==> src/inc/serdes_consts.svh <==
// Constants for the symbol serialiser, deserialiser and loopback block
`ifndef SERDES_CONSTS_SVH
`define SERDES_CONSTS_SVH

`define SYM_W          10
`define PAR_W          40
`define CNT_W          6
`define ADDR_W         8
`define DATA_W         32

`define CLK_NS         5
`define LINK_BIT_NS    48
`define BIT_CYC        ((`LINK_BIT_NS * 2 + `CLK_NS) / (2 * `CLK_NS))
`define BIT_MID        (`BIT_CYC / 2)
`define CENTRE_PCT     20
`define BIT_TOL        ((`BIT_CYC * `CENTRE_PCT) / 100)
`define LOCK_GOOD      8
`define PH_W           4
`define GOOD_W         4

`define OFS_CTRL       8'h00
`define OFS_STATUS     8'h04
`define OFS_IRQ_STAT   8'h08
`define OFS_IRQ_MASK   8'h0C

`define CTRL_TX_EN     0
`define CTRL_MODE_LO   1
`define CTRL_MODE_HI   2
`define CTRL_RST       3'h0

`define STAT_LOCKED    0
`define STAT_TX_BUSY   1

`define EV_LOCK_GAIN   0
`define EV_LOCK_LOST   1
`define EV_UNDERRUN    2
`define EV_W           3
`define EV_RST         3'h0

`define BITS_ONE       6'h0A
`define BITS_TWO       6'h14
`define BITS_FOUR      6'h28

`endif

==> src/inc/serdes_pkg.sv <==
// Types shared by the symbol serialiser, deserialiser and loopback block
package serdes_pkg;

    typedef enum logic [1:0] {
        LOCK_HUNT   = 2'h0,
        LOCK_LOCKED = 2'h1
    } lock_state_t;

    typedef enum logic [1:0] {
        MODE_ONE  = 2'h0,
        MODE_TWO  = 2'h1,
        MODE_FOUR = 2'h2
    } sym_mode_t;

endpackage : serdes_pkg

==> src/logic/symbol_serdes_loopback.sv <==
// Lane serialiser, oversampling deserialiser with clock recovery, inversion and loopbacks
//
// The placing of the registers and the plain strobed port are this design's own decisions.
`timescale 1ns/100ps
`include "serdes_consts.svh"

// Contract
// - Every 10-bit symbol leaves as single bits back to back with no gap inside it.
// - Bit zero of each symbol goes onto the line first, then the higher bits upward.
// - A parallel transfer carries one, two or four symbols, shifted out one after another.
// - The received stream is sampled with the receive clock and packed into 10-bit words.
// - Received words need not sit on symbol boundaries; later stages find them.
// - The sampling point follows the transitions of the received stream.
// - Each bit should be sampled near the middle of its period, within about 20 percent.
// - A readable status bit shows when bit synchronisation is achieved.
// - When inversion is requested every bit of each received word is inverted.
// - Near-end loopback feeds the serialiser output into the deserialiser input.
// - Far-end loopback feeds the received stream straight to the transmit driver.
module symbol_serdes_loopback
    import serdes_pkg::*;
(
    input  wire logic                 clk_i,
    input  wire logic                 rst_n_i,
    input  wire logic [`ADDR_W-1:0]   reg_addr_i,
    input  wire logic [`DATA_W-1:0]   reg_wdata_i,
    input  wire logic                 reg_wr_i,
    input  wire logic                 reg_rd_i,
    output logic      [`DATA_W-1:0]   reg_rdata_o,
    output logic                      irq_o,
    input  wire logic                 link_clk_i,
    input  wire logic [`PAR_W-1:0]    tx_data_i,
    input  wire logic                 tx_valid_i,
    output logic                      tx_ready_o,
    output logic                      tx_p_o,
    output logic                      tx_n_o,
    input  wire logic                 rx_p_i,
    input  wire logic                 rx_n_i,
    output logic      [`SYM_W-1:0]    rx_data_o,
    output logic                      rx_valid_o,
    input  wire logic                 invert_i,
    input  wire logic                 near_loop_i,
    input  wire logic                 far_loop_i
);

    // Pin synchronisers: link clock, rx pair, invert, near loop, far loop
    logic [5:0]                 sync1_ff;
    logic [5:0]                 sync2_ff;
    logic                       link_d_ff;
    logic                       rx_line_d_ff;
    logic                       rx_diff_ff;

    always_ff @(posedge clk_i) begin
        if (!rst_n_i) begin
            sync1_ff <= 6'h00;
            sync2_ff <= 6'h00;
        end else begin
            sync1_ff <= {far_loop_i, near_loop_i, invert_i, rx_n_i, rx_p_i, link_clk_i};
            sync2_ff <= sync1_ff;
        end
    end

    wire logic link_s   = sync2_ff[0];
    wire logic rxp_s    = sync2_ff[1];
    wire logic rxn_s    = sync2_ff[2];
    wire logic invert_s = sync2_ff[3];
    wire logic near_s   = sync2_ff[4];
    wire logic far_s    = sync2_ff[5];

    wire logic link_tick = link_s & ~link_d_ff;
    // A pair that reads equal is undecided; hold the previous level through it
    wire logic rx_pin_bit = (rxp_s != rxn_s) ? rxp_s : rx_diff_ff;

    // Register file
    // Only the low bits of each register exist; the rest read as zero
    logic [2:0]                 ctrl_ff;
    logic [`EV_W-1:0]           irq_stat_ff;
    logic [`EV_W-1:0]           irq_mask_ff;
    logic [`DATA_W-1:0]         rdata_ff;
    lock_state_t                lock_ff;
    logic [`CNT_W-1:0]          left_ff;

    wire logic       tx_en    = ctrl_ff[`CTRL_TX_EN];
    wire sym_mode_t  mode     = sym_mode_t'(ctrl_ff[`CTRL_MODE_HI:`CTRL_MODE_LO]);
    wire logic       locked   = (lock_ff == LOCK_LOCKED);
    wire logic       sel_ctrl = (reg_addr_i == `OFS_CTRL);
    wire logic       sel_stat = (reg_addr_i == `OFS_STATUS);
    wire logic       sel_ist  = (reg_addr_i == `OFS_IRQ_STAT);
    wire logic       sel_imsk = (reg_addr_i == `OFS_IRQ_MASK);
    wire logic       wr_ist   = reg_wr_i & sel_ist;

    wire logic [`DATA_W-1:0] stat_word = {30'h0, (left_ff != `CNT_W'h0), locked};
    wire logic [`DATA_W-1:0] rd_mux =
        sel_ctrl ? {29'h0, ctrl_ff} :
        sel_stat ? stat_word :
        sel_ist  ? {29'h0, irq_stat_ff} :
        sel_imsk ? {29'h0, irq_mask_ff} : `DATA_W'h0;

    // Serialiser
    logic [`PAR_W-1:0]          shift_ff;
    logic                       tx_bit_ff;
    logic                       tx_line_ff;

    wire logic [`CNT_W-1:0] load_bits =
        (mode == MODE_FOUR) ? `BITS_FOUR :
        (mode == MODE_TWO)  ? `BITS_TWO  : `BITS_ONE;
    wire logic [`PAR_W-1:0] load_mask =
        (mode == MODE_FOUR) ? {`PAR_W{1'b1}} :
        (mode == MODE_TWO)  ? {20'h0, 20'hFFFFF} : {30'h0, 10'h3FF};
    wire logic tx_load     = tx_ready_o & tx_valid_i;
    // Underrun flags every idle slot while enabled, not only the first one
    wire logic tx_underrun = link_tick & tx_en & (left_ff == `CNT_W'h0) & ~tx_valid_i;

    // Ready only in bit slots with no bits left, so the next symbol follows the last bit with no gap
    assign tx_ready_o = link_tick & tx_en & (left_ff == `CNT_W'h0);

    always_ff @(posedge clk_i) begin
        if (!rst_n_i) begin
            shift_ff  <= `PAR_W'h0;
            left_ff   <= `CNT_W'h0;
            tx_bit_ff <= 1'b0;
        end else if (link_tick && left_ff != `CNT_W'h0) begin
            tx_bit_ff <= shift_ff[0];
            shift_ff  <= shift_ff >> 1;
            left_ff   <= left_ff - `CNT_W'h1;
        end else if (tx_load) begin
            tx_bit_ff <= tx_data_i[0];
            shift_ff  <= (tx_data_i & load_mask) >> 1;
            left_ff   <= load_bits - `CNT_W'h1;
        end
    end

    // Far-end loopback replaces the serialiser at the driver
    wire logic nxt_tx_line = far_s ? rx_pin_bit : tx_bit_ff;

    always_ff @(posedge clk_i) begin
        if (!rst_n_i) begin
            tx_line_ff <= 1'b0;
        end else begin
            tx_line_ff <= nxt_tx_line;
        end
    end

    assign tx_p_o = tx_line_ff;
    assign tx_n_o = ~tx_line_ff;

    // Clock recovery: a phase counter that restarts on every transition
    // Runs of more than about eleven equal bits drift past mid bit at this
    // oversampling ratio; the line code keeps runs far shorter than that
    logic [`PH_W-1:0]           phase_ff;
    logic [`GOOD_W-1:0]         good_ff;
    logic [`SYM_W-1:0]          word_ff;
    logic [`PH_W-1:0]           nbits_ff;

    // Near loopback taps the serialiser ahead of the driver register and the
    // pin synchronisers, so its words arrive a few cycles earlier than on a cable
    wire logic rx_line   = near_s ? tx_bit_ff : rx_pin_bit;
    wire logic rx_edge   = rx_line ^ rx_line_d_ff;
    wire logic sample_en = (phase_ff == `PH_W'(`BIT_MID));
    wire logic phase_end = (phase_ff == `PH_W'(`BIT_CYC - 1));
    // An edge far from the expected bit boundary means the phase is not yet tracked
    wire logic edge_ok   = (phase_ff <= `PH_W'(`BIT_TOL)) |
                           (phase_ff >= `PH_W'(`BIT_CYC - 1 - `BIT_TOL));
    wire logic good_full = (good_ff == `GOOD_W'(`LOCK_GOOD - 1));
    wire logic lock_gain = (lock_ff == LOCK_HUNT) & rx_edge & edge_ok & good_full;
    wire logic lock_lost = locked & rx_edge & ~edge_ok;

    always_ff @(posedge clk_i) begin
        if (!rst_n_i) begin
            link_d_ff    <= 1'b0;
            rx_line_d_ff <= 1'b0;
            rx_diff_ff   <= 1'b0;
            phase_ff     <= `PH_W'h0;
        end else begin
            link_d_ff    <= link_s;
            rx_line_d_ff <= rx_line;
            rx_diff_ff   <= rx_pin_bit;
            phase_ff     <= (rx_edge | phase_end) ? `PH_W'h0 : phase_ff + `PH_W'h1;
        end
    end

    // Lock needs a run of well placed edges, so a lone clean edge cannot claim it
    lock_state_t nxt_lock;
    logic [`GOOD_W-1:0] nxt_good;

    always_comb begin
        nxt_lock = lock_ff;
        nxt_good = good_ff;
        case (lock_ff)
            LOCK_HUNT: begin
                if (rx_edge && !edge_ok) begin
                    nxt_good = `GOOD_W'h0;
                end else if (lock_gain) begin
                    nxt_lock = LOCK_LOCKED;
                end else if (rx_edge) begin
                    nxt_good = good_ff + `GOOD_W'h1;
                end
            end
            LOCK_LOCKED: begin
                if (lock_lost) begin
                    nxt_lock = LOCK_HUNT;
                    nxt_good = `GOOD_W'h0;
                end
            end
            default: begin
                nxt_lock = LOCK_HUNT;
                nxt_good = `GOOD_W'h0;
            end
        endcase
    end

    // Deserialiser: no symbol alignment here, downstream word sync finds boundaries
    wire logic [`SYM_W-1:0] nxt_word  = {rx_line_d_ff, word_ff[`SYM_W-1:1]};
    wire logic              word_done = sample_en & (nbits_ff == `PH_W'(`SYM_W - 1));
    wire logic [`SYM_W-1:0] out_word  = invert_s ? ~nxt_word : nxt_word;

    always_ff @(posedge clk_i) begin
        if (!rst_n_i) begin
            lock_ff    <= LOCK_HUNT;
            good_ff    <= `GOOD_W'h0;
            word_ff    <= `SYM_W'h0;
            nbits_ff   <= `PH_W'h0;
            rx_data_o  <= `SYM_W'h0;
            rx_valid_o <= 1'b0;
        end else begin
            lock_ff    <= nxt_lock;
            good_ff    <= nxt_good;
            rx_valid_o <= word_done;
            if (sample_en) begin
                word_ff  <= nxt_word;
                nbits_ff <= word_done ? `PH_W'h0 : nbits_ff + `PH_W'h1;
            end
            if (word_done) begin
                rx_data_o <= out_word;
            end
        end
    end

    // Registers and interrupt; a new event wins over a write-one clear
    wire logic [`EV_W-1:0] events   = {tx_underrun, lock_lost, lock_gain};
    wire logic [`EV_W-1:0] ist_clr  = wr_ist ? reg_wdata_i[`EV_W-1:0] : `EV_W'h0;

    always_ff @(posedge clk_i) begin
        if (!rst_n_i) begin
            ctrl_ff     <= `CTRL_RST;
            irq_stat_ff <= `EV_RST;
            irq_mask_ff <= `EV_RST;
            rdata_ff    <= `DATA_W'h0;
        end else begin
            if (reg_wr_i && sel_ctrl) begin
                ctrl_ff <= reg_wdata_i[2:0];
            end
            if (reg_wr_i && sel_imsk) begin
                irq_mask_ff <= reg_wdata_i[`EV_W-1:0];
            end
            irq_stat_ff <= (irq_stat_ff & ~ist_clr) | events;
            rdata_ff    <= reg_rd_i ? rd_mux : `DATA_W'h0;
        end
    end

    assign reg_rdata_o = rdata_ff;
    assign irq_o       = |(irq_stat_ff & irq_mask_ff);
endmodule : symbol_serdes_loopback

==> config.mk <==
export PLATFORM = sky130hd
export DESIGN_NAME = symbol_serdes_loopback
export DESIGN_NICKNAME = d
export VERILOG_FILES = /design/src/inc/serdes_pkg.sv /design/src/logic/symbol_serdes_loopback.sv
export VERILOG_INCLUDE_DIRS = /design/src /design/src/inc
export SDC_FILE = /design/constraint.sdc
export NUM_CORES = 1
export LEC_CHECK = 0
export BUFFER_PORTS_ARGS = -buffer_cell sky130_fd_sc_hd__buf_2
export CAP_MARGIN = 30
export CORE_UTILIZATION = 51
export CTS_CLUSTER_DIAMETER = 30
export CTS_CLUSTER_SIZE = 28
export DETAILED_ROUTE_END_ITERATION = 8
export HOLD_SLACK_MARGIN = 0.1
export PLACE_DENSITY = 0.79
export SYNTH_ARGS = -nofsm -noshare
export SYNTH_HDL_FRONTEND = slang
export SYNTH_SLANG_ARGS = --single-unit
==> constraint.sdc <==
create_clock -name clk_i -period 3.1 [get_ports clk_i]
set_input_delay 0.93 -clock clk_i [delete_from_list [all_inputs] [get_ports clk_i]]
set_output_delay 0.93 -clock clk_i [all_outputs]
set_load 0.1 [all_outputs]
# Yosys cells after proc, flatten, opt, wreduce, memory -nomap -nowiden
# Index checks and enable logic that the tools add are counted.
# totals
ff_bits	138
# classes
add_sub_neg	5
magnitude_cmp	2
n_eq_ne	16
mux	29
n_bitwise	27
reduce_logical	16
# op_table
operator	count
39-bit two-way mux	2
40-bit AND	1
40-bit two-way mux	1
20-bit two-way mux	1
4-bit two-way mux	5
6-bit two-way mux	3
8-bit by 4-bit equality test with 1-bit output (second input constant)	2
3-bit two-way mux	5
4-bit by 1-bit adder with 4-bit output (second input constant)	3
1-bit AND	12
6-bit by 1-bit subtractor with 6-bit output (second input constant)	2
10-bit two-way mux	1
10-bit inverter	1
4-bit by 3-bit equality test with 1-bit output (second input constant)	2
4-bit equality test (second input constant)	2
8-bit by 3-bit equality test with 1-bit output (second input constant)	1
8-bit logical NOT	1
4-bit one-hot mux with 2 select lines	1
3-bit AND	2
6-bit logical NOT	1
2-bit two-way mux	3
3-bit by 2-bit inequality test with 1-bit output (second input constant)	2
1-bit inverter	6
3-bit AND reduction	2
23 further kinds	33

# Longest topological paths before layout
# Gate-level depths: netlist of the first run.
# logic_depth
depth_word	10
mapped_depth	9
ltp_nobuf	8

# Worst setup path after synthesis of the first run
# No wires, ideal clock.
# synth_path
kind	flip-flop to output port
startpoint	register tx_line_ff (netlist: tx_p_o)
endpoint	output tx_n_o
arrival_ps	1610
required_time_ps	2170
path_slack_ps	560
stages_incl_launch_ff	2
n_path_buf	0
path_cell_list	dfxtp_1 > inv_1
# synth_via
elab_chain_cells	1
# synth_lines
item	line_no	rtl
start, declared	symbol_serdes_loopback.sv:101	logic tx_line_ff;
start signal, assigned	symbol_serdes_loopback.sv:139	tx_line_ff <= nxt_tx_line;
1-bit inverter	symbol_serdes_loopback.sv:144	assign tx_n_o = ~tx_line_ff;
end, declared	symbol_serdes_loopback.sv:35	output logic tx_n_o,
# No other way between the ends.

# Worst setup path after layout of the first run
# layout_path
startpoint	register left_ff[3]
endpoint	output tx_ready_o
# layout_via
elab_chain_cells	2
# layout_lines
item	line_no	rtl
start, declared	symbol_serdes_loopback.sv:80	logic [`CNT_W-1:0] left_ff;
start signal, assigned	symbol_serdes_loopback.sv:119	left_ff <= `CNT_W'h0;
start signal, assigned	symbol_serdes_loopback.sv:124	left_ff <= left_ff - `CNT_W'h1;
start signal, assigned	symbol_serdes_loopback.sv:128	left_ff <= load_bits - `CNT_W'h1;
6-bit logical NOT	symbol_serdes_loopback.sv:114	assign tx_ready_o = link_tick & tx_en & (left_ff == `CNT_W'h0);
1-bit AND	symbol_serdes_loopback.sv:114	
end, declared	symbol_serdes_loopback.sv:33	output logic tx_ready_o,
# No other way between the ends.

==> results of run 1 <==
## metrics by stage
step / instances / util, %
2_1_floorplan: 552 / -
3_3_place_gp: 685 / 57.1
3_5_place_dp: 685 / 57.1
4_1_cts: 701 / 59.2
5_1_grt: 701 / 59.2
6_report: 701 / 59.2
## flip-flops by register name, indices dropped and copies added (netlist names), 3 cells and up
name,count
good_ff,4
irq_stat_ff,3
sync1_ff,6
phase_ff,4
left_ff,6
shift_ff,39
sync2_ff,6
word_ff,9
nbits_ff,4
rx_data_o,10
irq_mask_ff,3
ctrl_ff,3
reg_rdata_o,3
## worst paths after layout
kind / startpoint / depth (start not counted) / slack [ps] / to
max: left_ff[3] / 4 / 350 / tx_ready_o
min: sync1_ff[4] / 1 / 440 / sync2_ff[4]
max reg2reg: left_ff[3] / 8 / 790 / left_ff[4]
min reg2reg: sync1_ff[4] / 1 / 440 / sync2_ff[4]
## layer usage
layer | vias up | part of all wire, % | global-route usage (%)
li1 | 1924 | - | -
met1 | 1755 | 44 | 22.4
met2 | 117 | 50 | 34.2
met3 | 15 | 4.9 | 4.18
met4 | 0 | 1.7 | 7.92
met5 | - | 0 | 0
## cells by family (layout without fill, tap and decap cells)
kind of cell	after synthesis	in the layout	synth area share, %
other	1	29	0.0789
and+or+nand+nor	195	195	19.9
xor gates and xnor gates	18	18	3.32
AOI/OAI and AO/OA	108	108	17.8
adders and majority gates	10	10	2.63
muxes	12	12	2.53
buffers and inverters	73	114	8.61
DFF	107	107	45.1
## placed cells by master, fill, tap and decap left out, drive strengths merged, types with 14 or more instances in the layout
master / count
dfxtp: 107
buf: 86
a21oi: 19
nor2: 75
and2: 14
xnor2: 14
inv: 14
conb: 29
a222oi: 30
o21ai: 18
nand2: 63
## area by class of cell
| type | count | share of cell area (%) |
|---|---|---|
| clock buffers | 10 | 2.61 |
| clock inverters | 6 | 0.903 |
| inverters | 12 | 0.856 |
| multi-input cells | 372 | 43.9 |
| flip-flops and latches | 107 | 40.7 |
| well taps | 108 | 2.57 |
| repair buffers | 86 | 8.51 |
## power by group through the flow
stage          logic (W)  registers (W)  clock network (W)
4_1_cts         0.000292        0.00141           0.000817
2_1_floorplan   0.000263        0.00143                  0
5_1_grt         0.000310        0.00141           0.000873
6_report        0.000292        0.00141           0.000796
3_5_place_dp    0.000292        0.00144                  0
3_3_place_gp    0.000287        0.00144                  0
==> results by group, run 1 <==
Status
  • Status: finished, final reports clean

Yosys
  • Syn Std Cell Area: 0.00475 mm^2
  • Post-synth EDFFs: 0
  • Cells after Synth: 524
  • Unique masters post-synth: 62
  • Yosys warns: 0
  • Most common cell in the netlist: dfxtp_1
  • Post-synth top area share: 45.1%
  • Post-synth top flop: dfxtp_1
  • Ys async rst share: 0%
  • Leading area contributor after synthesis: dfxtp_1
  • Register area share after synthesis: 45.1%
  • Syn Area/Cell: 9.07 um^2
  • Synth area leaders: dfxtp_1, a222oi_1, nor2_1
  • #FFs+latches synth: 107
  • Top post-synthesis cells by count: dfxtp_1, nor2_1, nand2_1, buf_4, a222oi_1

Detailed routing
  • DR pass1 iterations: 8
  • Final WL: 8960 um
  • DRC: 0
  • Detailed-route via count: 3,811
  • Antenna Nets Post-Route: 0
  • Drt initial violations: 234
  • Via density: 5.44
  • WL/cell: 12.8 um

Die
  • Core area: 0.00889 mm^2
  • Floorplan die height: 98.6 um
  • Chip Width: 98.6 um
  • Site row count: 34
  • Die area: 0.00971 mm^2
  • IO Count: 138
  • Initial Util: 53.5%

Cells and area
  • Nets: 689
  • Area Overhead vs Synth: 10.7%
  • Antenna Cells: 0
  • Fill count: 776
  • FF+latch area: 0.00214 mm^2
  • Post-route cell area: 0.00526 mm^2
  • Multi-input gate area: 0.00231 mm^2
  • Layout cell share with drive strength beyond 1: 19.7%

Timing
  • Final setup vio count: 0
  • Fin crit period: 2750 ps
  • Max Fclk: 363 MHz
  • Hold Vio Cnt, Final: 0
  • RSZ-0062 raised after global routing: false
  • Clock Skews: 9.76 ps
  • WHS: 443 ps
  • Fin. max-slew vios: 0
  • Worst Tran Pin Value: 696 ps
  • Setup TNS: 0 ps
  • Post-route clock period utilization: 88.8%
  • Max-slew headroom: 53.6%
  • Worst setup slack after layout: 348 ps

Power
  • Cell internal pwr: 0.00177 W
  • Net Sw Frac: 28.9%
  • Comb pwr share: 11.7%
  • Power Density: 474 mW/mm^2
  • Clk pwr share: 31.9%
  • Sequential share of power: 56.4%
  • NetSw: 0.000720 W
  • Total leakage power: 2.14 nW
  • Total power: 0.00249 W
  • Maximum VDD drop: 302 uV

Critical path
  • Endpoint type of the worst setup path: primary output
  • CP cell instances: nor3_2, nand4_2, inv_2, buf_2
  • Top delay family on crit path: simple AND/OR/NAND/NOR gates
  • Max stage delay cell, worst path: buf_2
  • CP arrival: 1820 ps
  • Worst path buffer plus inverter count: 2
  • CP required: 2170 ps
  • WS Path Type: reg -> out
  • Setup crit start kind: flip-flop
  • Max incr delay on CP: 420 ps
  • Crit path max fanout: 7

Placement
  • Cell Area, Placed: 0.00508 mm^2
  • Routability Congestion: 0.895
  • DP HPWL: 6460 um
  • # port buffers: 79
  • DP Worst Slack: 654 ps

Run
  • Max_cap viols: 0

Clocking
  • PostCTS Resize Cnt: 0
  • Worst-Skew Late Latency: 370 ps
  • Number of setup buffers added after CTS: 0
  • Clock Tree Root: clkbuf_8
  • CTS Buf Count: 9
  • H-tree depth: 3
  • # hold bufs at CTS: 0
  • CTS tree: built
  • Worst-path clk slew: 100 ps
  • Clock sinks: 107
  • Worst-case clock buffer depth: 2

Min path
  • HP Class: reg -> reg

Global route
  • GRT Overall Usage: 19.2%
  • First-pass GRT wire length: 15,300 um
  • Vias in the first global route: 3,577
  • Largest net degree at the start of global routing: 40
  • GRT overflow: 0
  • Initial antenna violation count: 0
Power figures use the tool's default switching activity.
==> run 2, diff against run 1 <==
--- a/config.mk
+++ b/config.mk
@@ -6,7 +6,7 @@
 export SDC_FILE = /design/constraint.sdc
 export NUM_CORES = 1
 export LEC_CHECK = 0
-export BUFFER_PORTS_ARGS = -buffer_cell sky130_fd_sc_hd__buf_2
+export BUFFER_PORTS_ARGS = -buffer_cell sky130_fd_sc_hd__buf_4
 export CAP_MARGIN = 30
 export CORE_UTILIZATION = 51
 export CTS_CLUSTER_DIAMETER = 30
==> constraint.sdc (replaced) <==
create_clock -name clk_i -period 3.1 [get_ports clk_i]
set_input_delay 0.93 -clock clk_i [delete_from_list [all_inputs] [get_ports clk_i]]
set_output_delay 0.93 -clock clk_i [all_outputs]
set_load 0.01 [all_outputs]
==> results by group, run 2 (synthesis gave the netlist of run 1 again) <==
Status
  • Status: finished, final reports clean

Cells and area
  • Most common cell after layout, fill and taps aside: dfxtp_1
  • Multi-input gate area: 0.00231 mm^2
  • Fill count: 791
  • Top flop regs: shift_ff x39, rx_data_o x10, word_ff x9
  • Commonest cells after routing, fill and taps aside: dfxtp_1, buf_4, nor2_1
  • FF+latch area: 0.00214 mm^2
  • Max FFs per register: 39
  • Biggest register: shift_ff
  • Layout cell share with drive strength beyond 1: 19.1%
  • Non-filler cells, final: 700
  • Antenna Cells: 0
  • Nets: 688
  • Area Overhead vs Synth: 14.9%

Timing
  • Fin crit period: 2460 ps
  • Max Fclk: 406 MHz
  • Worst setup slack after layout: 640 ps
  • Setup TNS: 0 ps
  • RSZ-0062 raised after global routing: false
  • Fin. max-slew vios: 0
  • Worst Tran Pin Value: 747 ps
  • Hold Vio Cnt, Final: 0
  • WHS: 440 ps
  • Post-route clock period utilization: 79.4%
  • Clock Skews: 9.33 ps
  • Final setup vio count: 0
  • Max-slew headroom: 50.1%

Die
  • Site row count: 34
  • IO Count: 138
  • Core area: 0.00889 mm^2
  • Die area: 0.00971 mm^2
  • Chip Width: 98.6 um
  • Floorplan die height: 98.6 um
  • Initial Util: 53.5%

Clocking
  • CTS Buf Count: 9
  • # hold bufs at CTS: 0
  • Worst-case clock buffer depth: 2
  • H-tree depth: 3
  • Number of setup buffers added after CTS: 0
  • PostCTS Resize Cnt: 0
  • Clock sinks: 107
  • Worst-Skew Late Latency: 360 ps
  • CTS tree: built
  • Worst-path clk slew: 90 ps
  • Clock Tree Root: clkbuf_8

Run
  • Max_cap viols: 0

Critical path
  • Crit path max fanout: 7
  • Max stage delay cell, worst path: and2b_1
  • Endpoint type of the worst setup path: primary output
  • Setup crit start kind: flip-flop
  • CP cell instances: and2b_1, nand4_2, inv_2, buf_4
  • Worst path buffer plus inverter count: 2
  • Top delay family on crit path: simple AND/OR/NAND/NOR gates
  • R2R setup slack: 790 ps
  • CP required: 2170 ps
  • Max incr delay on CP: 400 ps
  • WS Path Type: reg -> out
  • CP arrival: 1530 ps

Global route
  • GRT met3 Usage: 4.40%
  • Largest net degree at the start of global routing: 43
  • Routing usage on met1: 23.1%
  • Initial antenna violation count: 0
  • Vias in the first global route: 3,673
  • Met2 Track Usage GR: 36.7%
  • GRT Overall Usage: 20.1%
  • GRT overflow: 0
  • First-pass GRT wire length: 16,000 um
  • Top Usage Layer GRT: met2

Detailed routing
  • Final WL: 9200 um
  • DR pass1 iterations: 8
  • DRC: 0
  • Drt initial violations: 301
  • Detailed-route via count: 3,855
  • Antenna Nets Post-Route: 0
  • WL/cell: 13.1 um
  • Via density: 5.51

Power
  • Maximum VDD drop: 307 uV
  • Total power: 0.00241 W
  • Cell internal pwr: 0.00187 W
  • Sequential share of power: 58.3%
  • NetSw: 0.000538 W
  • Comb pwr share: 7.1%
  • Total leakage power: 2.20 nW
  • Net Sw Frac: 22.3%
  • Clk pwr share: 34.6%
  • Power Density: 441 mW/mm^2

Placement
  • Cells after DPL: 684
  • # port buffers: 79
  • DP HPWL: 6600 um
  • Routability Congestion: 0.860
  • DP Worst Slack: 584 ps

Min path
  • HP Class: reg -> reg
==> run 2: changes by cell type in the layout (fill, tap and decap cells not counted), sizes merged <==
cell | previous run | this run
clkinvlp | 1 | 0
bufinv | 0 | 1
clkinv | 3 | 2
clkbuf | 10 | 13
inv | 14 | 12
buf | 86 | 85
==> run 2: layout make-up <==
| class | instances | area share [%] |
|---|---|---|
| Inverter | 12 | 0.824 |
| Clock buffer | 13 | 2.72 |
| Tap cell | 108 | 2.47 |
| Timing Repair Buffer | 85 | 11.7 |
| Multi-Input combinational cell | 372 | 42.2 |
| Sequential cell | 107 | 39.2 |
| Clock inverter | 3 | 0.870 |
==> run 2: stage by stage <==
stage	utilization (%)	cell area [um^2]
floorplan	-	4860
global placement	59.3	5270
detailed placement	59.3	5270
CTS	61.5	5470
global route	61.5	5470
finish	61.5	5470
==> run 2: per-layer routing <==
| layer | part of all wire, % | vias up |
|---|---|---|
| li1 | - | 1926 |
| met1 | 42 | 1773 |
| met2 | 51 | 134 |
| met3 | 5.6 | 22 |
| met4 | 1.7 | 0 |
| met5 | 0 | - |
==> run 2: final timing paths <==
| check | start | to | cells past startpoint |
|---|---|---|---|
| setup / recovery | link_d_ff | tx_ready_o | 4 |
| hold / removal | sync1_ff[2] | sync2_ff[2] | 1 |
| setup reg to reg | left_ff[0] | left_ff[4] | 8 |
| hold reg to reg | sync1_ff[2] | sync2_ff[2] | 1 |
==> run 2: power groups by stage <==
| stage | Sequential [W] | Clock (W) | Combinational [W] |
|---|---|---|---|
| after floorplan | 0.00143 | 0 | 0.000122 |
| after global placement | 0.00144 | 0 | 0.000166 |
| after detailed placement | 0.00144 | 0 | 0.000172 |
| after CTS | 0.00141 | 0.000861 | 0.000173 |
| after global routing | 0.00141 | 0.000918 | 0.000192 |
| final | 0.00141 | 0.000833 | 0.000172 |
